## config.mk

```make
export PLATFORM = sky130hd
export DESIGN_NAME = gat_host_end_flat
export DESIGN_NICKNAME = d
export VERILOG_FILES = /design/src/gat_pkg.sv /design/src/gat_if.sv /design/src/gat_host_end.sv /design/src/flat_wrapper.sv
export SDC_FILE = /design/constraint.sdc
export NUM_CORES = 1
export LEC_CHECK = 0
export BUFFER_PORTS_ARGS = -buffer_cell sky130_fd_sc_hd__buf_2
export CAP_MARGIN = 20
export CORE_UTILIZATION = 49
export CTS_BUF_LIST = sky130_fd_sc_hd__clkbuf_4
export CTS_CLUSTER_SIZE = 12
export DETAILED_ROUTE_END_ITERATION = 10
export GPL_TIMING_DRIVEN = 1
export PLACE_DENSITY = 0.82
export SYNTH_ARGS = -nofsm -noshare
export SYNTH_HDL_FRONTEND = slang
export SYNTH_SLANG_ARGS = --single-unit
```

## constraint.sdc

```tcl
create_clock -name i_clk -period 2 [get_ports i_clk]
set_input_delay 0.4 -clock i_clk [delete_from_list [all_inputs] [get_ports i_clk]]
set_output_delay 0.4 -clock i_clk [all_outputs]
set_load 0.01 [all_outputs]
```

## src/gat_pkg.sv

```systemverilog
// Purpose: shared constants for the guaranteed-access memory handshake
// Assumes: one 10 MHz clock on both ends
// Notes:   times are kept in ns, cycle counts are derived from them
package gat_pkg;
  localparam int CLK_PERIOD_NS = 100;
  // acknowledge must follow a request within this time (longest, rounds down)
  localparam int ACK_TIME_NS   = 200;
  localparam int ACK_CYCLES    = (ACK_TIME_NS / CLK_PERIOD_NS) < 1 ? 1 : ACK_TIME_NS / CLK_PERIOD_NS;
  // total extension allowed for an EISA or ISA cycle (longest, rounds down)
  localparam int GAT_MAX_NS     = 2100;
  localparam int GAT_MAX_CYCLES = (GAT_MAX_NS / CLK_PERIOD_NS) < 1 ? 1 : GAT_MAX_NS / CLK_PERIOD_NS;
  // longest wait behind a processor fill with victim (longest, rounds down)
  localparam int FILL_WAIT_NS     = 400;
  localparam int FILL_WAIT_CYCLES = (FILL_WAIT_NS / CLK_PERIOD_NS) < 1 ? 1 : FILL_WAIT_NS / CLK_PERIOD_NS;
  localparam int LAT_CNT_W        = 5;
  localparam int FILL_CNT_W       = 3;
  // scatter/gather TLB entry: 4 page entries of 8 KB = 32 KB aligned span
  localparam int SG_PAGE_BYTES    = 8192;
  localparam int SG_PTES_PER_TLB  = 4;
  localparam int SG_SPAN_LSB      = $clog2(SG_PAGE_BYTES * SG_PTES_PER_TLB);
  localparam int DMA_ADDR_W       = 32;
  // requester kinds seen by the bridge end
  typedef enum logic [1:0] {
    KIND_BRIDGE = 2'h0,
    KIND_EISA   = 2'h1,
    KIND_ISA    = 2'h2,
    KIND_DMA    = 2'h3
  } master_kind_t;
endpackage

```

## src/gat_if.sv

```systemverilog
// Purpose: sideband handshake between the EISA bridge and the host bridge
// Assumes: all three lines are active low, driven by one end each
// Notes:   no clocking block; the testbench joins the two ends here
`timescale 1ns/1ps
`default_nettype none
interface gat_if;
  logic flush_request_n;
  logic memory_request_n;
  logic memory_acknowledge_n;
  modport host_end (
    input  flush_request_n,
    input  memory_request_n,
    output memory_acknowledge_n
  );
  modport bridge_end (
    output flush_request_n,
    output memory_request_n,
    input  memory_acknowledge_n
  );
endinterface
`default_nettype wire

```

## src/gat_host_end.sv

```systemverilog
// Purpose: host bridge side of the guaranteed-access memory handshake
// Assumes: i_flush_enable, i_stall_enable, i_gat_enable are the control register bits
// Notes:   one posted I/O write entry; reads wait for it to drain
`timescale 1ns/1ps
`default_nettype none
module gat_host_end #(
  parameter int AW = 32,
  parameter int DW = 32
) (
  input  wire logic                         i_clk,
  input  wire logic                         i_nrst,
  gat_if.host_end                           link,
  input  wire logic                         i_gat_enable,
  input  wire logic                         i_flush_enable,
  input  wire logic                         i_stall_enable,
  input  wire logic                         i_io_wr_valid,
  input  wire logic [AW-1:0]                i_io_wr_addr,
  input  wire logic [DW-1:0]                i_io_wr_data,
  output logic                              o_io_wr_ready,
  output logic                              o_pci_wr_valid,
  output logic [AW-1:0]                     o_pci_wr_addr,
  output logic [DW-1:0]                     o_pci_wr_data,
  input  wire logic                         i_pci_wr_ready,
  input  wire logic                         i_io_rd_valid,
  output logic                              o_io_rd_grant,
  input  wire logic                         i_fill_busy,
  output logic                              o_cpu_stall,
  output logic                              o_cpu_io_hold,
  output logic                              o_refresh_pulse,
  input  wire logic [gat_pkg::DMA_ADDR_W-1:0] i_dma_addr,
  input  wire logic                         i_tlb_locked,
  output logic                              o_sg_boundary_warn,
  output logic                              o_latency_overrun
);
  import gat_pkg::*;

  // refuse widths the datapath cannot hold, and a latency counter too narrow for the budget
  if (AW < 1 || DW < 1 || GAT_MAX_CYCLES >= (1 << LAT_CNT_W)) begin : g_param_check
    $error("gat_host_end: unsupported width or counter size");
  end

  ////////////////////////////////////////////////////////////////////////////
  // request decode

  typedef enum logic [3:0] {
    S_IDLE  = 4'h1,
    S_FLUSH = 4'h2,
    S_FILL  = 4'h4,
    S_ACK   = 4'h8
  } host_state_t;

  logic req_seen;
  // with GAT on both lines mean the same thing, so only the flush line counts
  always_comb begin
    if (i_gat_enable) begin
      req_seen = !link.flush_request_n;
    end else begin
      req_seen = !link.flush_request_n || !link.memory_request_n;
    end
  end

  ////////////////////////////////////////////////////////////////////////////
  // state

  host_state_t                         state_ff, nxt_state;
  logic                                buf_valid_ff, nxt_buf_valid;
  logic [AW-1:0]                       buf_addr_ff, nxt_buf_addr;
  logic [DW-1:0]                       buf_data_ff, nxt_buf_data;
  logic                                wr_ready_ff, nxt_wr_ready;
  logic                                rd_grant_ff, nxt_rd_grant;
  logic                                ack_ff, nxt_ack;
  logic                                stall_ff, nxt_stall;
  logic                                io_hold_ff, nxt_io_hold;
  logic                                refresh_ff, nxt_refresh;
  logic                                warn_ff, nxt_warn;
  logic                                overrun_ff, nxt_overrun;
  logic [LAT_CNT_W-1:0]                lat_ff, nxt_lat;
  logic [FILL_CNT_W-1:0]               fill_ff, nxt_fill;
  logic [DMA_ADDR_W-1:SG_SPAN_LSB]     span_ff, nxt_span;
  logic                                flush_on_ff, nxt_flush_on;

  logic accept;
  logic drain;
  logic block_wr;

  always_comb begin
    nxt_state    = state_ff;
    nxt_ack      = ack_ff;
    nxt_refresh  = 1'b0;
    nxt_lat      = lat_ff;
    nxt_fill     = fill_ff;
    nxt_span     = span_ff;
    nxt_warn     = warn_ff;
    nxt_overrun  = overrun_ff;
    nxt_flush_on = flush_on_ff;
    accept       = i_io_wr_valid && wr_ready_ff;
    drain        = buf_valid_ff && i_pci_wr_ready;
    case (state_ff)
      S_IDLE: begin
        nxt_ack = 1'b0;
        if (req_seen) begin
          nxt_lat      = '0;
          nxt_fill     = '0;
          nxt_warn     = 1'b0;
          nxt_overrun  = 1'b0;
          nxt_flush_on = i_flush_enable;
          nxt_state    = i_flush_enable ? S_FLUSH : S_FILL;
        end
      end
      S_FLUSH: begin
        nxt_lat = lat_ff + 1'b1;
        // the buffer drains through the normal PCI path; writes are blocked
        if (!buf_valid_ff || drain) begin
          nxt_state = S_FILL;
        end
      end
      S_FILL: begin
        nxt_lat = lat_ff + 1'b1;
        // stall mode cuts off the processor, so no fill can be in the way
        if (!i_stall_enable && i_fill_busy &&
            fill_ff < FILL_CNT_W'(FILL_WAIT_CYCLES)) begin
          nxt_fill = fill_ff + 1'b1;
        end else begin
          nxt_state   = S_ACK;
          nxt_ack     = 1'b1;
          nxt_refresh = 1'b1;
          nxt_span    = i_dma_addr[DMA_ADDR_W-1:SG_SPAN_LSB];
        end
      end
      S_ACK: begin
        if (!i_tlb_locked && i_dma_addr[DMA_ADDR_W-1:SG_SPAN_LSB] != span_ff) begin
          nxt_warn = 1'b1;
        end
        if (!req_seen) begin
          nxt_ack   = 1'b0;
          nxt_state = S_IDLE;
        end
      end
      default: begin
        nxt_state = S_IDLE;
        nxt_ack   = 1'b0;
      end
    endcase
    // latency to acknowledge must stay inside the extension budget
    if ((state_ff == S_FLUSH || state_ff == S_FILL) &&
        lat_ff >= LAT_CNT_W'(GAT_MAX_CYCLES - 1)) begin
      nxt_overrun = 1'b1;
    end
  end

  ////////////////////////////////////////////////////////////////////////////
  // processor side: single posted entry, read ordering, stall and hold

  always_comb begin
    nxt_stall   = (nxt_state == S_ACK) && i_stall_enable;
    nxt_io_hold = (nxt_state == S_ACK) && !i_stall_enable;
    // blocking covers the whole transaction while flushing is on; a write taken
    // between drain and acknowledge would refill the entry the flush just emptied
    block_wr    = (nxt_state == S_FLUSH) ||
                  (nxt_state == S_FILL && nxt_flush_on) ||
                  (nxt_state == S_ACK && (nxt_flush_on || nxt_stall || nxt_io_hold));
    nxt_buf_valid = buf_valid_ff;
    nxt_buf_addr  = buf_addr_ff;
    nxt_buf_data  = buf_data_ff;
    if (drain) begin
      nxt_buf_valid = 1'b0;
    end
    if (accept) begin
      nxt_buf_valid = 1'b1;
      nxt_buf_addr  = i_io_wr_addr;
      nxt_buf_data  = i_io_wr_data;
    end
    nxt_wr_ready = !nxt_buf_valid && !block_wr && !i_io_rd_valid;
    // a read is granted only once the posted entry has left
    nxt_rd_grant = i_io_rd_valid && !rd_grant_ff && !buf_valid_ff &&
                   !accept && !nxt_io_hold && !nxt_stall;
  end

  always_ff @(posedge i_clk or negedge i_nrst) begin
    if (!i_nrst) begin
      state_ff     <= S_IDLE;
      buf_valid_ff <= 1'b0;
      buf_addr_ff  <= '0;
      buf_data_ff  <= '0;
      wr_ready_ff  <= 1'b0;
      rd_grant_ff  <= 1'b0;
      ack_ff       <= 1'b0;
      stall_ff     <= 1'b0;
      io_hold_ff   <= 1'b0;
      refresh_ff   <= 1'b0;
      warn_ff      <= 1'b0;
      overrun_ff   <= 1'b0;
      lat_ff       <= '0;
      fill_ff      <= '0;
      span_ff      <= '0;
      flush_on_ff  <= 1'b0;
    end else begin
      state_ff     <= nxt_state;
      buf_valid_ff <= nxt_buf_valid;
      buf_addr_ff  <= nxt_buf_addr;
      buf_data_ff  <= nxt_buf_data;
      wr_ready_ff  <= nxt_wr_ready;
      rd_grant_ff  <= nxt_rd_grant;
      ack_ff       <= nxt_ack;
      stall_ff     <= nxt_stall;
      io_hold_ff   <= nxt_io_hold;
      refresh_ff   <= nxt_refresh;
      warn_ff      <= nxt_warn;
      overrun_ff   <= nxt_overrun;
      lat_ff       <= nxt_lat;
      fill_ff      <= nxt_fill;
      span_ff      <= nxt_span;
      flush_on_ff  <= nxt_flush_on;
    end
  end

  ////////////////////////////////////////////////////////////////////////////
  // outputs, all straight from flops

  assign link.memory_acknowledge_n = !ack_ff;
  assign o_io_wr_ready       = wr_ready_ff;
  assign o_pci_wr_valid      = buf_valid_ff;
  assign o_pci_wr_addr       = buf_addr_ff;
  assign o_pci_wr_data       = buf_data_ff;
  assign o_io_rd_grant       = rd_grant_ff;
  assign o_cpu_stall         = stall_ff;
  assign o_cpu_io_hold       = io_hold_ff;
  assign o_refresh_pulse     = refresh_ff;
  assign o_sg_boundary_warn  = warn_ff;
  assign o_latency_overrun   = overrun_ff;
endmodule
`default_nettype wire

```

## src/flat_wrapper.sv

```systemverilog
// flat-port wrapper written by rule: the top's interface ports become plain ports
module gat_host_end_flat import gat_pkg::*;
#(
  parameter int AW = 32,
  parameter int DW = 32
)
  (i_clk, i_nrst, i_gat_enable, i_flush_enable, i_stall_enable, i_io_wr_valid, i_io_wr_addr, i_io_wr_data, o_io_wr_ready, o_pci_wr_valid, o_pci_wr_addr, o_pci_wr_data, i_pci_wr_ready, i_io_rd_valid, o_io_rd_grant, i_fill_busy, o_cpu_stall, o_cpu_io_hold, o_refresh_pulse, i_dma_addr, i_tlb_locked, o_sg_boundary_warn, o_latency_overrun, link_flush_request_n, link_memory_request_n, link_memory_acknowledge_n);
  gat_if link_i ();
  input  wire logic i_clk;
  input  wire logic i_nrst;
  input  wire logic i_gat_enable;
  input  wire logic i_flush_enable;
  input  wire logic i_stall_enable;
  input  wire logic i_io_wr_valid;
  input  wire logic [AW-1:0] i_io_wr_addr;
  input  wire logic [DW-1:0] i_io_wr_data;
  output logic o_io_wr_ready;
  output logic o_pci_wr_valid;
  output logic [AW-1:0] o_pci_wr_addr;
  output logic [DW-1:0] o_pci_wr_data;
  input  wire logic i_pci_wr_ready;
  input  wire logic i_io_rd_valid;
  output logic o_io_rd_grant;
  input  wire logic i_fill_busy;
  output logic o_cpu_stall;
  output logic o_cpu_io_hold;
  output logic o_refresh_pulse;
  input  wire logic [gat_pkg::DMA_ADDR_W-1:0] i_dma_addr;
  input  wire logic i_tlb_locked;
  output logic o_sg_boundary_warn;
  output logic o_latency_overrun;
  input wire logic [$bits(link_i.flush_request_n)-1:0] link_flush_request_n;
  input wire logic [$bits(link_i.memory_request_n)-1:0] link_memory_request_n;
  output wire logic [$bits(link_i.memory_acknowledge_n)-1:0] link_memory_acknowledge_n;
  assign link_i.flush_request_n = link_flush_request_n;
  assign link_i.memory_request_n = link_memory_request_n;
  assign link_memory_acknowledge_n = link_i.memory_acknowledge_n;
  gat_host_end #(.AW(AW), .DW(DW)) u_core (.i_clk(i_clk), .i_nrst(i_nrst), .link(link_i), .i_gat_enable(i_gat_enable), .i_flush_enable(i_flush_enable), .i_stall_enable(i_stall_enable), .i_io_wr_valid(i_io_wr_valid), .i_io_wr_addr(i_io_wr_addr), .i_io_wr_data(i_io_wr_data), .o_io_wr_ready(o_io_wr_ready), .o_pci_wr_valid(o_pci_wr_valid), .o_pci_wr_addr(o_pci_wr_addr), .o_pci_wr_data(o_pci_wr_data), .i_pci_wr_ready(i_pci_wr_ready), .i_io_rd_valid(i_io_rd_valid), .o_io_rd_grant(o_io_rd_grant), .i_fill_busy(i_fill_busy), .o_cpu_stall(o_cpu_stall), .o_cpu_io_hold(o_cpu_io_hold), .o_refresh_pulse(o_refresh_pulse), .i_dma_addr(i_dma_addr), .i_tlb_locked(i_tlb_locked), .o_sg_boundary_warn(o_sg_boundary_warn), .o_latency_overrun(o_latency_overrun));
endmodule
```

# After elaboration in Yosys (flattened, before gate mapping)

Cells that the tools add are included.

Register bits after elaboration: 103
Input bits: 108
Word-level logic and storage cells: 110

Eq/ne operators: 13
Muxes and demuxes: 26
Add/sub/neg operators: 2
Magnitude comparators: 2
Bitwise gates (word level): 2
Reductions and logical operators: 49

Operators by type and width:

| cell                                                                    | number |
|---|---|
| 1-bit logical AND                                                       | 17 |
| 17-bit inequality test                                                  | 1 |
| 4-bit two-way mux                                                       | 4 |
| 4-bit one-hot mux with 4 select lines                                   | 1 |
| 1-bit logical NOT                                                       | 13 |
| 1-bit two-way mux                                                       | 13 |
| 5-bit one-hot mux with 2 select lines                                   | 1 |
| 2-bit nonzero test                                                      | 5 |
| 3-bit two-way mux                                                       | 3 |
| 3-bit AND reduction                                                     | 3 |
| 4-bit by 2-bit equality test with 1-bit output, second input constant   | 2 |
| 4-bit by 3-bit equality test with 1-bit output, second input constant   | 2 |
| 4-bit equality test, second input constant                              | 2 |
| 1-bit logical OR                                                        | 7 |
| 2-bit by 1-bit inequality test with 1-bit output, second input constant | 3 |
| 3-bit one-hot mux with 2 select lines                                   | 1 |
| 2-bit AND reduction                                                     | 3 |
| 5-bit by 1-bit adder with 5-bit output, second input constant           | 1 |
| 5-bit >= comparator, second input constant                              | 1 |
| 5-bit two-way mux                                                       | 1 |
| 4-bit by 1-bit equality test with 1-bit output, second input constant   | 1 |
| 2-bit inequality test, second input constant                            | 2 |
| 3-bit by 1-bit adder with 3-bit output, second input constant           | 1 |
| 3-bit less-than comparator, second input constant                       | 1 |
| other kinds (4)                                                         | 5 |

# Logic depth before layout (Yosys ltp)

Depth in word-level cells: 14
Mapped depth: 6
Gate-level depth less buffers: 4

# Least setup slack after synthesis

No wires, ideal clock.

Path type: register -> register
Start: reg u_core.state_ff[0]
End: reg u_core.span_ff[15] (netlist name)
Clock period less this slack: 1716 ps
Setup slack: 284 ps
Stages on the path, launching flop included: 7
Setup time: 125 ps
Data arrival time: 1591 ps
Data required time: 1875 ps
Buffers on the path: 3
Path through: dfstp_2 buf_4 nor4b_4 and2_1 buf_6 buf_12 mux2_4

Longest elaborated chain between the ends: 2

RTL lines:

| item                                           | RTL line            | text |
|---|---|---|
| start, declared                                | gat_host_end.sv:65  | `host_state_t state_ff, nxt_state;` |
| start signal, assigned                         | gat_host_end.sv:198 | `state_ff <= nxt_state;` |
| 4-bit by 3-bit equality test with 1-bit output | gat_host_end.sv:98  | `case (state_ff)` |
| 2-bit AND reduction (no line)                  | --                  |  |
| end signal, assigned                           | gat_host_end.sv:212 | `span_ff <= nxt_span;` |
| end, declared                                  | gat_host_end.sv:79  | `logic [DMA_ADDR_W-1:SG_SPAN_LSB] span_ff, nxt_span;` |

Every way passes these cells.
A chain may end at the register's enable or synchronous reset.

# Final worst setup path

Start: reg u_core.state_ff[1]
End: reg u_core.span_ff[25] (netlist name)

Same word-level chain as after synthesis.

==> run summary <==
STA classifies the critical path endpoint as a register. The worst voltage drop across the vdd grid came out at 711 uV. The total of max-cap violations is 0. Clock skew on the completed layout was measured at 22.4 ps. For the worst-skew pair, the clock arrives at the later sink with an insertion delay of 430 ps. The chip width came out at 95.3 um. Derived from the worst setup path, the maximum achievable clock frequency is 544 MHz. The final number of hold-violating endpoints is 0. The via count normalized by instance count came out at 5.04. The first detailed-routing pass took 4 iterations. The number of buffers added by the clock tree synthesis step came out at 9. The minimum clock period is 1840 ps. The top-level I/O count is 181.

The die covers 9080 sq um. The half-perimeter wire length after placement came out at 6800 um. The total of hold buffers inserted after clock tree synthesis is 1. By startpoint and endpoint, the worst setup path is classified as reg -> reg. The post-synthesis to final-layout area growth came out at 27.6%. The combined area of all synthesized cells is 4260 sq um.

The transition time at the pin with the least slew margin is 411 ps. The number of remaining DRC errors came out at 0. The share of synthesized registers carrying an async set or reset is 100%. The overall fraction of global-route tracks in use came out at 19.9%. The number of pins exceeding their max-slew limit in the final report came out at 0. Summed over its instances, the top area cell type makes up 59.9% of the synthesized netlist area. The core utilization of the finished layout is 65.5%. The per-instance average area after synthesis is 14.8 sq um. The period utilization is 91.9%.

The type of origin of the critical path is a register. Setup violations remaining at the end of the flow were counted as 0. The number of nets in the layout came out at 577.

The leakage power summed over all cells is 0.00267 uW. The post-CTS repair timing setup buffer count came out at 0. The routability-driven placement congestion ratio is 0.747. Power spread over the standard cell area amounts to 1400 nW/um^2.

Entering global routing, the biggest net connects 40 pins. From bottom edge to top edge, the die measures 95.3 um. The count of nets left with antenna violations after detail routing is 0. The arrival time reported for the critical path endpoint is 2150 ps.

The count of antenna diodes in the layout came out at 0. After detailed routing, the average wire length per cell comes to 15.3 um. The number of different library cells used by synthesis comes to 40. The CTS root buffer is sky130_fd_sc_hd__clkbuf_4. The via count of the first global-routing pass came out at 2948. During placement, the flow inserted port buffers numbering 165. Across the whole layout, storage elements account for 2580 sq um.

Measured against its own limit, the worst slew margin works out to 72.6%. The leftover overflow at the end of global routing came out at 0. The TritonCTS clock tree is yes.

The number of instances in the synthesized netlist is 289. The number of sinks on the clock net came out at 103. The count of state elements after synthesis came out at 103.

The final standard cell count with taps included and fillers excluded is 576. The first-iteration detailed-routing DRC count came out at 55. The maximum number of buffers from clock root to sink is 2. The total number of vias came out at 2905. The multi-input combinational cell area came out at 1590 sq um.

The flow ran to the end, and the final reports show no timing, DRC or antenna violations. The number of H-tree branching levels came out at 3. The number of cell rows came out at 33. The sequential area share after synthesis came out at 60.5%. The number of antenna violations at the first check in global routing came to 0. The required time of the critical path is 2310 ps.

The core region is 8300 sq um. The worst hold margin is 145 ps. The initial utilization of the core area, before any placement, comes to 51.4%. The first global-routing pass estimated 13700 um of wire. Setup repair after global routing left no endpoint under its margin. The number of filler instances in the final layout came out at 657.

The biggest fanout along the worst timing path is 18. The count of flip-flops with a built-in enable after synthesis came out at 0. The final sum of negative setup slack came out at 0 ps.

The count of warnings emitted by yosys came out at 0. The worst hold path belongs to the class in -> reg. The share of post-route cells with drive strength above 1 came out at 59.9%. The total length of routed wires is 8810 um. The clock transition at the registers of the reported paths is 160 ps.

The cell type with the highest aggregate area in the netlist is sky130_fd_sc_hd__dfrtp_1. For this run, the leading register cell type out of synthesis is sky130_fd_sc_hd__dfrtp_1. By area the synthesized netlist is led by sky130_fd_sc_hd__dfrtp_1 (60%), sky130_fd_sc_hd__mux2_2 (19%), sky130_fd_sc_hd__mux2_4 (3.2%).

The count of placed standard cells including taps came out at 559. The total nets after synthesis came out at 400. The post-CTS resize count came out at 0.
-- registers in the layout, summed over array words and instances, names as in the netlist, 3 cells and up --
| register | cells |
|---|---|
| u_core.lat_ff | 5 |
| u_core.o_pci_wr_addr | 32 |
| u_core.fill_ff | 3 |
| u_core.span_ff | 17 |
| u_core.o_pci_wr_data | 32 |
| u_core.state_ff | 4 |
-- cell families (layout without fill, tap and decap cells) --
kind of cell	after synthesis	after routing	share of synthesized area (%)
multiplexers	83	83	22.7
adder cells (fa/ha/maj)	3	3	0.880
XOR/XNOR	20	20	4.11
AND/OR/NAND/NOR	39	39	6.19
flip-flops	103	103	60.5
AO/OA/AOI/OAI	24	24	3.40
buffers and inverters	17	199	2.26
-- synth_stat cells (all sizes together), types with 2 or more instances --
master,instances
dfrtp,102
inv,6
xor2,5
xnor2,15
nand2,6
a21oi,8
nand3,3
o21ai,10
nor2,11
mux2,82
nor4b,3
clkbuf,4
buf,7
nor2b,3
nand4,3
ha,3
o31ai,2
-- placed cells by master, fill, tap and decap left out, types with 2 or more instances in the layout --
cell	Yosys	routed
sky130_fd_sc_hd__clkinvlp_4	0	4
sky130_fd_sc_hd__xor2_1	5	5
sky130_fd_sc_hd__clkbuf_4	0	10
sky130_fd_sc_hd__nand2_1	6	5
sky130_fd_sc_hd__ha_1	3	3
sky130_fd_sc_hd__nor4b_4	2	2
sky130_fd_sc_hd__nand4_1	3	3
sky130_fd_sc_hd__mux2_4	9	9
sky130_fd_sc_hd__o21ai_0	10	10
sky130_fd_sc_hd__a21oi_1	7	7
sky130_fd_sc_hd__dfrtp_1	102	102
sky130_fd_sc_hd__nor2_1	10	10
sky130_fd_sc_hd__o31ai_1	2	2
sky130_fd_sc_hd__xnor2_1	15	15
sky130_fd_sc_hd__buf_4	1	8
sky130_fd_sc_hd__buf_12	1	4
sky130_fd_sc_hd__inv_1	6	6
sky130_fd_sc_hd__mux2_2	73	73
sky130_fd_sc_hd__nand3_1	3	3
sky130_fd_sc_hd__nor2b_1	3	3
sky130_fd_sc_hd__buf_2	4	164
-- worst max-delay path: stages, from the launching register on --
cell                      delay [ps]
sky130_fd_sc_hd__dfrtp_1         500
sky130_fd_sc_hd__nor4b_4         310
sky130_fd_sc_hd__and2_1          220
sky130_fd_sc_hd__buf_4           310
sky130_fd_sc_hd__mux2_2          370
-- per-stage QoR --
step | power, uW | cell area (sq um) | worst slack [ps]
after floorplan | 5360 | 4260 | 284
after global placement | 6430 | 5290 | 196
after detailed placement | 6610 | 5290 | 168
after CTS | 7690 | 5440 | 159
after global routing | 8110 | 5440 | 86.6
final | 7600 | 5440 | 162
-- power breakdown --
part           switching, uW  internal (uW)  total (uW)  leakage [uW]
logic                   1330           1630        2960       0.00135
registers                554           3010        3570       0.00126
clock network            671            399        1070     0.0000653
-- metal layers --
metal | global-route usage [%] | wire length [um] | up-vias
li1 | - | - | 1363
met1 | 24.2 | 3600 | 1438
met2 | 34.2 | 4620 | 90
met3 | 3.75 | 426 | 14
met4 | 8.71 | 163 | 0
met5 | 0 | 0 | -
-- worst paths after layout --
check	endpoint	cells past startpoint	from	slack [ps]
worst max-delay path	u_core.span_ff[25]	4	u_core.state_ff[1]	160
worst min register to register	u_core.o_sg_boundary_warn	2	u_core.o_sg_boundary_warn	510
max in group asynchronous	u_core.state_ff[0]	3	i_nrst	980
worst min-delay path	u_core.o_cpu_io_hold	2	i_stall_enable	140
min in group asynchronous	u_core.span_ff[30]	2	i_nrst	430
worst max register to register	u_core.span_ff[25]	4	u_core.state_ff[1]	160
-- cell type report --
cell class,count,area share (%)
Clock buffer,10,1.38
Tap cell,105,2.42
Sequential cell,103,47.4
Clock inverter,6,1.27
Multi-Input combinational cell,169,29.3
Inverter,6,0.414
Timing Repair Buffer,177,17.9
No activity file was read; power rests on OpenSTA's default activity.
